==> src/cib_regs.svh <==
// named constants for the processor identification bank: leaf numbers, word indices,
// field positions and the fixed words returned.
// assumes it is included by the package and the bank module and by nothing that redefines these names.
// Summary of operation
// - first data tlb 4k word: fully associative ffh high byte, 40 entries next byte
// - first instruction tlb 4k ways and entries read zero; second level carries them
// - first data cache word: 32 kb, 8-way, 1 line per tag, 64-byte line
// - first instruction cache word: 32 kb, 2-way, 1 line per tag, 64-byte line
// - second level 4k tlb word returns 4200h in upper half, the same as its lower half
// - second level ways nibble uses the coded table; 6h eight, ah 32, fh full
// - second level large page tlb word returns zero in all four fields
// - large page entry counts are in 2 mb entries; 4 mb uses two
// - second level 4k tlb word: ways code 4, 512 entries, data and instruction
// - second level cache word: 0200h kb, code 1000b 16-way, 1 line per tag, 64-byte
// - power word sets steady timestamp, hw perf state, 100 mhz steps, trip, sensor
// - linear width 30h with long mode else 20h; physical width 24h in bits 7:0
// - core count word: id bit count 1h; bits 7:0 hold cores minus one
// - virtualization revision 01h and 8h address space ids only when extension present
// - virtualization flags: pause filter, next ip save, lock, branch record, nested paging
// - both 1 gb page tlb words return zero in every field
// - performance hint word clears unaligned move and wide float flags
// - sampling capability word sets bits 7 down to 0
// - first level ways byte: 01h direct, 02h-feh literal ways, ffh fully associative
`ifndef CIB_REGS_SVH
`define CIB_REGS_SVH

// leaf numbers
`define CIB_LEAF_L1 32'h8000_0005
`define CIB_LEAF_L2 32'h8000_0006
`define CIB_LEAF_PWR 32'h8000_0007
`define CIB_LEAF_ADDR 32'h8000_0008
`define CIB_LEAF_VIRT 32'h8000_000a
`define CIB_LEAF_TLB1G 32'h8000_0019
`define CIB_LEAF_PERF 32'h8000_001a
`define CIB_LEAF_SAMP 32'h8000_001b
`define CIB_LEAF_RSVD9 32'h8000_0009
`define CIB_LEAF_GAP_LO 32'h8000_000b
`define CIB_LEAF_GAP_HI 32'h8000_0018

// word indices within a leaf
`define CIB_IDX_A 2'h0
`define CIB_IDX_B 2'h1
`define CIB_IDX_C 2'h2
`define CIB_IDX_D 2'h3

// first level ways codes and sizes
`define CIB_L1_WAYS_FULL 8'hff
`define CIB_L1_DTLB_ENTRIES 8'h28
`define CIB_L1_KB 8'h20
`define CIB_L1D_WAYS 8'h08
`define CIB_L1I_WAYS 8'h02
`define CIB_LINES_PER_TAG 8'h01
`define CIB_LINE_BYTES 8'h40

// second level ways codes and sizes
`define CIB_L2_CODE_4WAY 4'h4
`define CIB_L2_CODE_16WAY 4'h8
`define CIB_L2_TLB_ENTRIES 12'h200
`define CIB_L2_KB 16'h0200
`define CIB_L2_LINES_PER_TAG 4'h1

// power management bit positions
`define CIB_PWR_TS_BIT 0
`define CIB_PWR_TRIP_BIT 3
`define CIB_PWR_TM_BIT 4
`define CIB_PWR_STEP_BIT 6
`define CIB_PWR_HWPS_BIT 7
`define CIB_PWR_TSC_BIT 8

// address sizes
`define CIB_LIN_WIDTH_LONG 8'h30
`define CIB_LIN_WIDTH_LEGACY 8'h20
`define CIB_PHYS_WIDTH 8'h24
`define CIB_CORE_ID_BITS 4'h1

// virtualization
`define CIB_VIRT_REV 8'h01
`define CIB_VIRT_ASIDS 32'h0000_0008
`define CIB_VIRT_FLAGS 32'h0000_040f

// sampling
`define CIB_SAMP_FLAGS 8'hff

`endif

==> src/cib_pkg.sv <==
// types shared by the processor identification bank.
// assumes cib_regs.svh is on the include path.
`include "cib_regs.svh"
package cib_pkg;

   // one identification request from the core
   typedef struct packed
   {
      logic valid;
      logic [31:0] leaf;
      logic [1:0] idx;
   } cib_req_t;

   // product straps, caught once after reset
   typedef struct packed
   {
      logic long_mode_flag;
      logic virtualization_extension;
      logic thermal_ctrl;
      logic [7:0] cores_minus_one;
   } cib_strap_t;

   // whole state of the bank
   typedef struct packed
   {
      logic captured;
      cib_strap_t strap;
      logic rsp_valid;
      logic [31:0] rsp_data;
   } cib_state_t;

endpackage

==> src/cib_bank.sv <==
// read-only processor identification bank for the extended cache, tlb and feature leaves.
// assumes requests and straps come from logic on ref_clk_i; straps hold steady until the first edge after reset.
`include "cib_regs.svh"
module cib_bank
(
   // clock and reset
   input wire logic ref_clk_i,
   input wire logic rst_i,
   // product straps
   input wire logic long_mode_flag_i,
   input wire logic virtualization_extension_i,
   input wire logic thermal_ctrl_i,
   input wire logic [7:0] cores_minus_one_i,
   // request from the core
   input wire cib_pkg::cib_req_t req_i,
   // answer
   output logic ready_o,
   output logic rsp_valid_o,
   output logic [31:0] rsp_data_o
);

   cib_pkg::cib_state_t state;
   cib_pkg::cib_state_t next_state;

   function automatic logic [31:0] lookup(input logic [31:0] leaf, input logic [1:0] idx,
                                          input cib_pkg::cib_strap_t s);
      logic [31:0] w;
      w = 32'h0000_0000; // reserved leaves and words read zero
      if (leaf == `CIB_LEAF_L1)
      begin
         if (idx == `CIB_IDX_B)
            // instruction half left zero, second level reports it
            w = {`CIB_L1_WAYS_FULL, `CIB_L1_DTLB_ENTRIES, 16'h0000};
         else if (idx == `CIB_IDX_C)
            w = {`CIB_L1_KB, `CIB_L1D_WAYS, `CIB_LINES_PER_TAG, `CIB_LINE_BYTES};
         else if (idx == `CIB_IDX_D)
            w = {`CIB_L1_KB, `CIB_L1I_WAYS, `CIB_LINES_PER_TAG, `CIB_LINE_BYTES};
      end
      else if (leaf == `CIB_LEAF_L2)
      begin
         // large page word stays zero; counts would be in 2 mb entries
         if (idx == `CIB_IDX_B)
            w = {`CIB_L2_CODE_4WAY, `CIB_L2_TLB_ENTRIES, `CIB_L2_CODE_4WAY, `CIB_L2_TLB_ENTRIES};
         else if (idx == `CIB_IDX_C)
            w = {`CIB_L2_KB, `CIB_L2_CODE_16WAY, `CIB_L2_LINES_PER_TAG, `CIB_LINE_BYTES};
      end
      else if (leaf == `CIB_LEAF_PWR)
      begin
         if (idx == `CIB_IDX_D)
         begin
            // limit, boost, voltage and frequency id bits stay clear
            w[`CIB_PWR_TSC_BIT] = 1'b1;
            w[`CIB_PWR_HWPS_BIT] = 1'b1;
            w[`CIB_PWR_STEP_BIT] = 1'b1;
            w[`CIB_PWR_TRIP_BIT] = 1'b1;
            w[`CIB_PWR_TS_BIT] = 1'b1;
            w[`CIB_PWR_TM_BIT] = s.thermal_ctrl;
         end
      end
      else if (leaf == `CIB_LEAF_ADDR)
      begin
         if (idx == `CIB_IDX_A)
            w = {16'h0000, s.long_mode_flag ? `CIB_LIN_WIDTH_LONG : `CIB_LIN_WIDTH_LEGACY,
                 `CIB_PHYS_WIDTH};
         else if (idx == `CIB_IDX_C)
            w = {16'h0000, `CIB_CORE_ID_BITS, 4'h0, s.cores_minus_one};
      end
      else if (leaf == `CIB_LEAF_VIRT)
      begin
         // without the extension every word of this leaf reads zero
         if (s.virtualization_extension)
         begin
            if (idx == `CIB_IDX_A)
               w = {24'h00_0000, `CIB_VIRT_REV};
            else if (idx == `CIB_IDX_B)
               w = `CIB_VIRT_ASIDS;
            else if (idx == `CIB_IDX_D)
               w = `CIB_VIRT_FLAGS;
         end
      end
      else if (leaf == `CIB_LEAF_SAMP)
      begin
         if (idx == `CIB_IDX_A)
            w = {24'h00_0000, `CIB_SAMP_FLAGS};
      end
      // 1 gb tlb and performance hint leaves fall through as zero
      return w;
   endfunction

   always_comb
   begin
      next_state = state;
      next_state.rsp_valid = 1'b0;
      // straps caught once, one cycle after release, then frozen
      if (!state.captured)
      begin
         next_state.captured = 1'b1;
         next_state.strap.long_mode_flag = long_mode_flag_i;
         next_state.strap.virtualization_extension = virtualization_extension_i;
         next_state.strap.thermal_ctrl = thermal_ctrl_i;
         next_state.strap.cores_minus_one = cores_minus_one_i;
      end
      else if (req_i.valid)
      begin
         next_state.rsp_valid = 1'b1;
         next_state.rsp_data = lookup(req_i.leaf, req_i.idx, state.strap);
      end
   end

   always_ff @(posedge ref_clk_i)
   begin
      if (rst_i)
         state <= '0;
      else
         state <= next_state;
   end

   assign ready_o = state.captured;
   assign rsp_valid_o = state.rsp_valid;
   assign rsp_data_o = state.rsp_data;
endmodule

==> config.mk <==
export PLATFORM = sky130hd
export DESIGN_NAME = cib_bank
export DESIGN_NICKNAME = d
export VERILOG_FILES = /design/src/cib_pkg.sv /design/src/cib_bank.sv
export VERILOG_INCLUDE_DIRS = /design/src
export SDC_FILE = /design/constraint.sdc
export NUM_CORES = 1
export LEC_CHECK = 0
export BUFFER_PORTS_ARGS = -buffer_cell sky130_fd_sc_hd__buf_2
export CAP_MARGIN = 0
export CORE_ASPECT_RATIO = 0.9
export CORE_UTILIZATION = 33
export CTS_BUF_LIST = sky130_fd_sc_hd__clkbuf_4 sky130_fd_sc_hd__clkbuf_8 sky130_fd_sc_hd__clkbuf_16
export DETAILED_ROUTE_END_ITERATION = 7
export PLACE_DENSITY_LB_ADDON = 0.08
export REMOVE_ABC_BUFFERS = 1
export SLEW_MARGIN = 10
export SYNTH_ARGS = -nofsm -noshare
export SYNTH_HDL_FRONTEND = slang
export SYNTH_SLANG_ARGS = --single-unit
==> constraint.sdc <==
create_clock -name ref_clk_i -period 1.9 [get_ports ref_clk_i]
set_input_delay 0.095 -clock ref_clk_i [delete_from_list [all_inputs] [get_ports ref_clk_i]]
set_output_delay 0.095 -clock ref_clk_i [all_outputs]
set_load 0.05 [all_outputs]
# Yosys cells after proc, flatten, opt, wreduce, memory -nomap -nowiden
# Index checks and enable logic that the tools add are counted.
op_classes:
  n_reduce_logical: 3
  eq_ne: 9
  muxes: 28
  bitwise_logic: 1
op_table:
  columns: ["op", "count"]
  rows:
  - ["$eq 32x32->1 const B", 6]
  - ["$mux 32", 6]
  - ["$mux 30", 2]
  - ["$mux 11", 4]
  - ["$mux 33", 1]
  - ["$mux 31", 1]
  - ["$mux 26", 1]
  - ["$mux 23", 1]
  - ["$mux 14", 1]
  - ["$mux 13", 1]
  - ["$mux 8", 1]
  - ["$mux 2", 3]
  - ["$mux 3", 2]
  - ["$mux 5", 1]
  - ["$eq 2x2->1 const B", 2]
  - ["$mux 1", 3]
  - ["$eq 2x1->1 const B", 1]
  - ["$logic_not 2->1", 1]
  - ["$reduce_and 2->1", 1]
  - ["$reduce_or 2->1", 1]
  - ["$not 1->1", 1]
word_totals:
  inputBits: 48
  wordCells: 48
  out_inout_bits: 34
  regBits: 45

# Logic depth before layout (Yosys ltp)
# Gate-level depths: netlist of run 1.
logic_depth:
  ltp_word: 11
  depth_mapped: 7
  depth_no_buf: 7

# Least setup slack after synthesis of run 1
# Ideal clock, no wire load.
synth_timing:
  kind: "reg2reg"
  from: "reg state (netlist bit ready_o)"
  to: "reg state (netlist bit rsp_data_o[0])"
  stages_incl_launch_ff: 7
  path_slack_ps: 103
  path_buffers: 1
  arrival_ps: 1728
  setup_time_ps: 69
  period_less_slack_ps: 1797
  cell_sequence: "dfxtp_1 clkbuf_1 nand2_1 or3_4 nor3_4 o21ai_2 o21ai_1"
synth_between:
  elab_chain_len: 1
synth_rtl:
  columns: ["item", "line_no", "text"]
  rows:
  - ["from (decl)", "cib_bank.sv:22", "cib_pkg::cib_state_t state;"]
  - ["from (signal assigned)", "cib_bank.sv:115", "state <= next_state;"]
  - ["$reduce_and 2->1 (no source line)", null, null]
# No other way between the ends.
# A chain may end at the register's enable or synchronous reset.

# Worst setup path after layout of run 1
layout_timing:
  from: "reg state (netlist bit ready_o)"
  to: "reg state (netlist bit rsp_data_o[7])"
# Same word-level chain as after synthesis.

==> run summary, run 1 <==
synth top area cells - dfxtp_1 (35%), buf_4 (13%), mux2i_1 (5.8%)
final hold vios - 0
Synth Warn # - 0
routability cong. - 0.7578
residual DRC count - 0
vias in the first global route - 1430
clock buffer depth - 2
clock tree from TritonCTS - built
Die Span X - 81.94 um
Final setup violation count - 0
Initial Util - 0.3528
Setup WS pre-CTS - 285.4 ps
crit path launch type - register
core area - 5380 um2
clk sinks - 33
DR vias - 1570
Overflow after GRT - 0
Port Buffers - 75
DIE HEIGHT - 73.95 um
syn avg cell area - 8.828 um2
hold crit path type - input pin to register
clock slew at reported path FFs - 70 ps
Synth-to-Final Area Change - 17.27%
Synth cell types - 43
critical path type - register to register
Num CTS Buffers - 5
Synth async-reset ratio - 0
largest net degree at the start of global routing - 16
ANT cells - 0
H-tree levels - 2
Seq/Total Area, Yosys - 0.3481
Routed wire per std cell - 13.30 um
Post-Route WL - 4470 um
RSZ-0062 raised after global routing - no
drt first-iter violations - 59
Crit. End Element - register
Die ar. - 6059 um2
max capacitance violation total - 0
Core Util, Final - 0.4137
#FFs+latches synth - 33
initial antenna violation count - 0
Mapped Area - 1898 um2
post-CTS setup buffer count - 0
CP arrival - 1580 ps
Req. time, crit path - 2100 ps
post-route minimum period - 1381 ps
Post-synth EDFFs - 0
clock root cell - clkbuf_8
final setup margin - 518.7 ps
first-pass GRT wire length - 7051 um
Pre-antenna DRT Iters - 4
design area - 2226 um2
I/O pin cnt - 82
Area after DPL - 2140 um2
# nets final - 322
Hold Buf Count CTS - 0
Worst Skew - 4.747 ps
Crit Path Max Fanout - 15
top cell type by total area after synthesis - dfxtp_1
final worst-path cycle share - 0.7270
Max Transition Viols Final - 0
Max IR drop VDD - 0.0003218 V
clk_lat worst skew - 290 ps
gr usage total - 0.1573
Max Fclk - 0.7239 GHz
pwr/cell area - 652.4 nW/um2
dpl hpwl - 3589 um
post-DR vias/cell - 4.673
top cell type's share of synthesized area - 0.3481
cell row count - 25
layout cells sized above 1 - 0.3903
Post-CTS Resized - 0
prevailing post-synth register cell - dfxtp_1
Post-Syn Instances - 215
status - completed
Routed Antenna Nets - 0
Pleak - 1.052 nW
## cell families (layout without fill, tap and decap cells)
| group | Yosys count | after routing | synth area share |
|---|---|---|---|
| mux | 11 | 11 | 0.05801 |
| fa+ha+maj | 6 | 6 | 0.03955 |
| simple gates | 75 | 75 | 0.2353 |
| compound gates | 44 | 44 | 0.1569 |
| buf+inv | 45 | 94 | 0.1602 |
| flops | 33 | 33 | 0.3481 |
| other cells | 1 | 6 | 0.001976 |
## final cells by class
cell class / instances / area [um2]
multi-input cells: 142 / 952.2
clock buffers: 6 / 76.32
clock inverters: 2 / 10.01
repair buffers: 82 / 427.9
inverters: 4 / 15.01
well taps: 67 / 83.83
flip-flops and latches: 33 / 660.6
fillers: 583 / 3154
## flip-flops by register name, indices dropped and copies added, names as in the netlist
register and count:
rsp_valid_o 1, state 11, rsp_data_o 20, ready_o 1
## Yosys cell counts (all sizes together) (4+ instances only)
cell	n
buf	37
dfxtp	33
nor2	25
nand2	18
o21ai	12
mux2i	11
a21oi	9
ha	6
a21o	5
a22oi	5
nand4	5
nor2b	5
nor3	5
nor4	5
a32oi	4
clkbuf	4
inv	4
## cell usage in the layout (no fill, tap or decap), types with 4 or more instances in the layout
master,n
conb_1,6
mux2i_1,11
inv_1,4
ha_1,6
nor2b_1,5
nand2_1,17
nand4_1,4
buf_4,7
dfxtp_1,33
clkbuf_8,5
a32oi_1,4
nor2_1,25
buf_2,75
o21ai_1,8
a21oi_1,8
a22oi_1,5
a21o_1,5
## per-stage QoR
| stage | hold WS [ps] | TNS [ps] | std cells | total power [mW] |
|---|---|---|---|---|
| final | 37.06 | 0 | 336 | 1.452 |
| after CTS | 31.13 | 0 | 336 | 1.476 |
| after floorplan | 151.5 | -7388 | 179 | 0.8414 |
| after global placement | 333.0 | 0 | 328 | 0.9437 |
| after detailed placement | 334.7 | 0 | 328 | 0.9441 |
| after global routing | 38.14 | 0 | 336 | 1.528 |
## metal layers
metal	vias up	part of all wire	wire length, um	global-route usage
li1	825	-	-	-
met1	692	0.49	2169	0.2154
met2	48	0.45	2023	0.2406
met3	5	0.052	232	0.03681
met4	0	0.0098	44	0.05848
met5	-	0	0	0
## power breakdown
part,switching (mW),internal (mW),leakage (nW)
clock network,0.258,0.268,0.0484
registers,0.00965,0.708,0.269
logic,0.127,0.0821,0.735
total,0.394,1.06,1.05
## worst max-delay path: stages (launching register included)
cell     delay [ps]
dfxtp_1         330
nand2_1          90
buf_4           200
nor2_1          250
nand2_1         170
o31ai_1         250
## path summary, 6_finish.rpt
check / startpoint / endpoint / slack, ps / depth (start not counted)
worst max-delay path: ready_o$_SDFF_PP0_ / rsp_data_o[7]$_SDFFE_PP0P_ / 520 / 5
worst min-delay path: long_mode_flag_i / state[43]$_SDFFE_PP0N_ / 40 / 3
worst max register to register: ready_o$_SDFF_PP0_ / rsp_data_o[7]$_SDFFE_PP0P_ / 520 / 5
worst min register to register: rsp_data_o[6]$_SDFFE_PP0P_ / rsp_data_o[6]$_SDFFE_PP0P_ / 440 / 2
(Power assumes the default switching activity.)
==> run 2, diff against run 1 <==
- clock period: 1.9 -> 1.4 ns (I/O delays scaled with it)
==> run summary, run 2 (synthesis gave the netlist of run 1 again) <==
crit path launch type - register
initial antenna violation count - 0 (unchanged)
layout cells sized above 1 - 0.4331 (+0.04276)
Die ar. - 6059 um2 (unchanged)
Port Buffers - 75 (unchanged)
Area after DPL - 2252 um2 (+5.3%)
RSZ-0062 raised after global routing - no
Final setup violation count - 0 (unchanged)
crit path cell chain - nand2_1 -> or3_4 -> nor3_4 -> o21ai_2 -> o21ai_1
Post-Route WL - 4434 um (-0.81%)
Routed wire per std cell - 12.63 um (-5.0%)
final setup margin - 90.26 ps (-428.4 ps)
Filler Cell Count - 570 (-2.2%)
Req. time, crit path - 1610 ps (-490 ps)
post-route minimum period - 1310 ps (-71.59 ps)
pwr/cell area - 934.7 nW/um2 (+43%)
# nets final - 337 (+4.7%)
Routed Antenna Nets - 0 (unchanged)
clk_lat worst skew - 280 ps (about the same)
commonest cells after routing, fill and taps aside - buf_2 (75), dfxtp_1 (32), nor2_1 (24), buf_4 (22), nand2_1 (17)
DR vias - 1643 (+4.6%)
Slowest cell on crit path - or3_4
Die Span X - 81.94 um (unchanged)
Max Transition Viols Final - 0 (unchanged)
gr usage total - 0.1581 (+0.0007487)
vias in the first global route - 1497 (+4.7%)
Overflow after GRT - 0 (unchanged)
max_slew headroom - 0.6618
R2R Setup Slk - 90 ps (-430 ps)
first-pass GRT wire length - 7217 um (+2.4%)
critical path type - register to register
reg2reg path depth - 5 (unchanged)
reg-to-reg startpoint - ready_o$_SDFF_PP0_
H-tree levels - 2 (unchanged)
largest net degree at the start of global routing - 16 (unchanged)
Initial Util - 0.3528 (unchanged)
core area - 5380 um2 (unchanged)
status - completed
Worst Skew - 6.298 ps (+1.551 ps)
Pre-antenna DRT Iters - 4 (unchanged)
dpl hpwl - 3637 um (+1.3%)
commonest non-fill, non-tap cell in the layout - buf_2
Hold Buf Count CTS - 0 (unchanged)
max capacitance violation total - 0 (unchanged)
worst-margin pin slew - 506.2 ps
Crit Path Max Fanout - 4 (-11)
clock tree from TritonCTS - built
hold crit path type - input pin to register
routability cong. - 0.8038 (+6.1%)
drt first-iter violations - 68 (+15%)
clk sinks - 33 (unchanged)
Crit. End Element - register
cell row count - 25 (unchanged)
Max Fclk - 0.7635 GHz (+5.5%)
Critical Path End - rsp_data_o[5]$_SDFFE_PP0P_
final hold vios - 0 (unchanged)
DIE HEIGHT - 73.95 um (unchanged)
clock buffer depth - 2 (unchanged)
CP arrival - 1520 ps (-60 ps)
Pleak - 1.137 nW (+8.1%)
clock slew at reported path FFs - 70 ps (about the same)
CP peak stage delay - 380 ps (+50 ps)
I/O pin cnt - 82 (unchanged)
clock root cell - clkbuf_8
residual DRC count - 0 (unchanged)
design area - 2380 um2 (+6.9%)
hold slack - 15.98 ps (-21.08 ps)
FF-to-FF End - rsp_data_o[5]$_SDFFE_PP0P_
max reg flops - 20 (unchanged)
Num CTS Buffers - 5 (unchanged)
final worst-path cycle share - 0.9355 (+0.2085)
Setup WS pre-CTS - -54.67 ps (-340.1 ps)
CP startpoint - ready_o$_SDFF_PP0_
Max IR drop VDD - 0.0005641 V (+75%)
ANT cells - 0 (unchanged)
Synth-to-Final Area Change - 25.38%
post-DR vias/cell - 4.681 (+0.18%)
-- run 2: cell types whose count changed in the layout (fill, tap and decap cells not counted), sizes merged --
cell,before,now
buf,82,97
bufinv,0,1
clkbuf,6,7
clkinv,2,0
-- run 2: repair_timing --
item                                    4_1_cts  5_1_grt
endpoints found under the setup margin        0        7
resized for setup                             0        3
setup buffers                                 0        0
-- run 2: report_power, final --
group / switching (mW) / leakage, nW / internal (mW)
sequential: 0.0137 / 0.269 / 0.961
clock: 0.349 / 0.0619 / 0.600
combinational: 0.174 / 0.807 / 0.127
-- run 2: worst min-delay path by stage --
stage               slack (ps)                       start  cells past startpoint                endpoint
floorplan                  130                       rst_i                      1      ready_o$_SDFF_PP0_
global placement           300        cores_minus_one_i[6]                      3  state[39]$_SDFFE_PP0N_
detailed placement         310        cores_minus_one_i[5]                      3  state[38]$_SDFFE_PP0N_
CTS                         10        cores_minus_one_i[5]                      3  state[38]$_SDFFE_PP0N_
global route                30  virtualization_extension_i                      3  state[42]$_SDFFE_PP0N_
finish                      20  virtualization_extension_i                      3  state[42]$_SDFFE_PP0N_
-- run 2: metrics by stage --
stage	total power, mW	cells	util	setup TNS, ps
2_1_floorplan	1.142	179	-	-20630
4_1_cts	2.248	351	0.4409	0
6_report	2.224	351	0.4423	0
3_3_place_gp	1.298	343	0.4186	-241.8
5_1_grt	2.333	351	0.4423	0
3_5_place_dp	1.298	343	0.4186	-463.5
-- run 2: area by class of cell --
class / count / area, um2 / share of cell area
tap: 67 / 83.83 / 0.03523
clock inverter: 1 / 30.03 / 0.01262
sequential: 33 / 661.9 / 0.2781
inverter: 4 / 15.01 / 0.006309
timing repair buffer: 97 / 540.5 / 0.2271
multi-input combinational: 142 / 958.4 / 0.4027
clock buffer: 7 / 90.09 / 0.03785
-- run 2: metal layers --
layer  vias to the layer above  GRT usage  share of wire
met5                         -          0              0
met4                         0    0.02924         0.0065
met3                         4    0.04049          0.038
met2                        38     0.2516           0.47
met1                       744     0.2172           0.49
li1                        857          -              -
-- run 2: worst max-delay path: cells and delay by family (launching register included) --
family,cells,cell delay (ps)
AO/OA/AOI/OAI,2,260
flip-flops,1,340
AND/OR/NAND/NOR,3,640
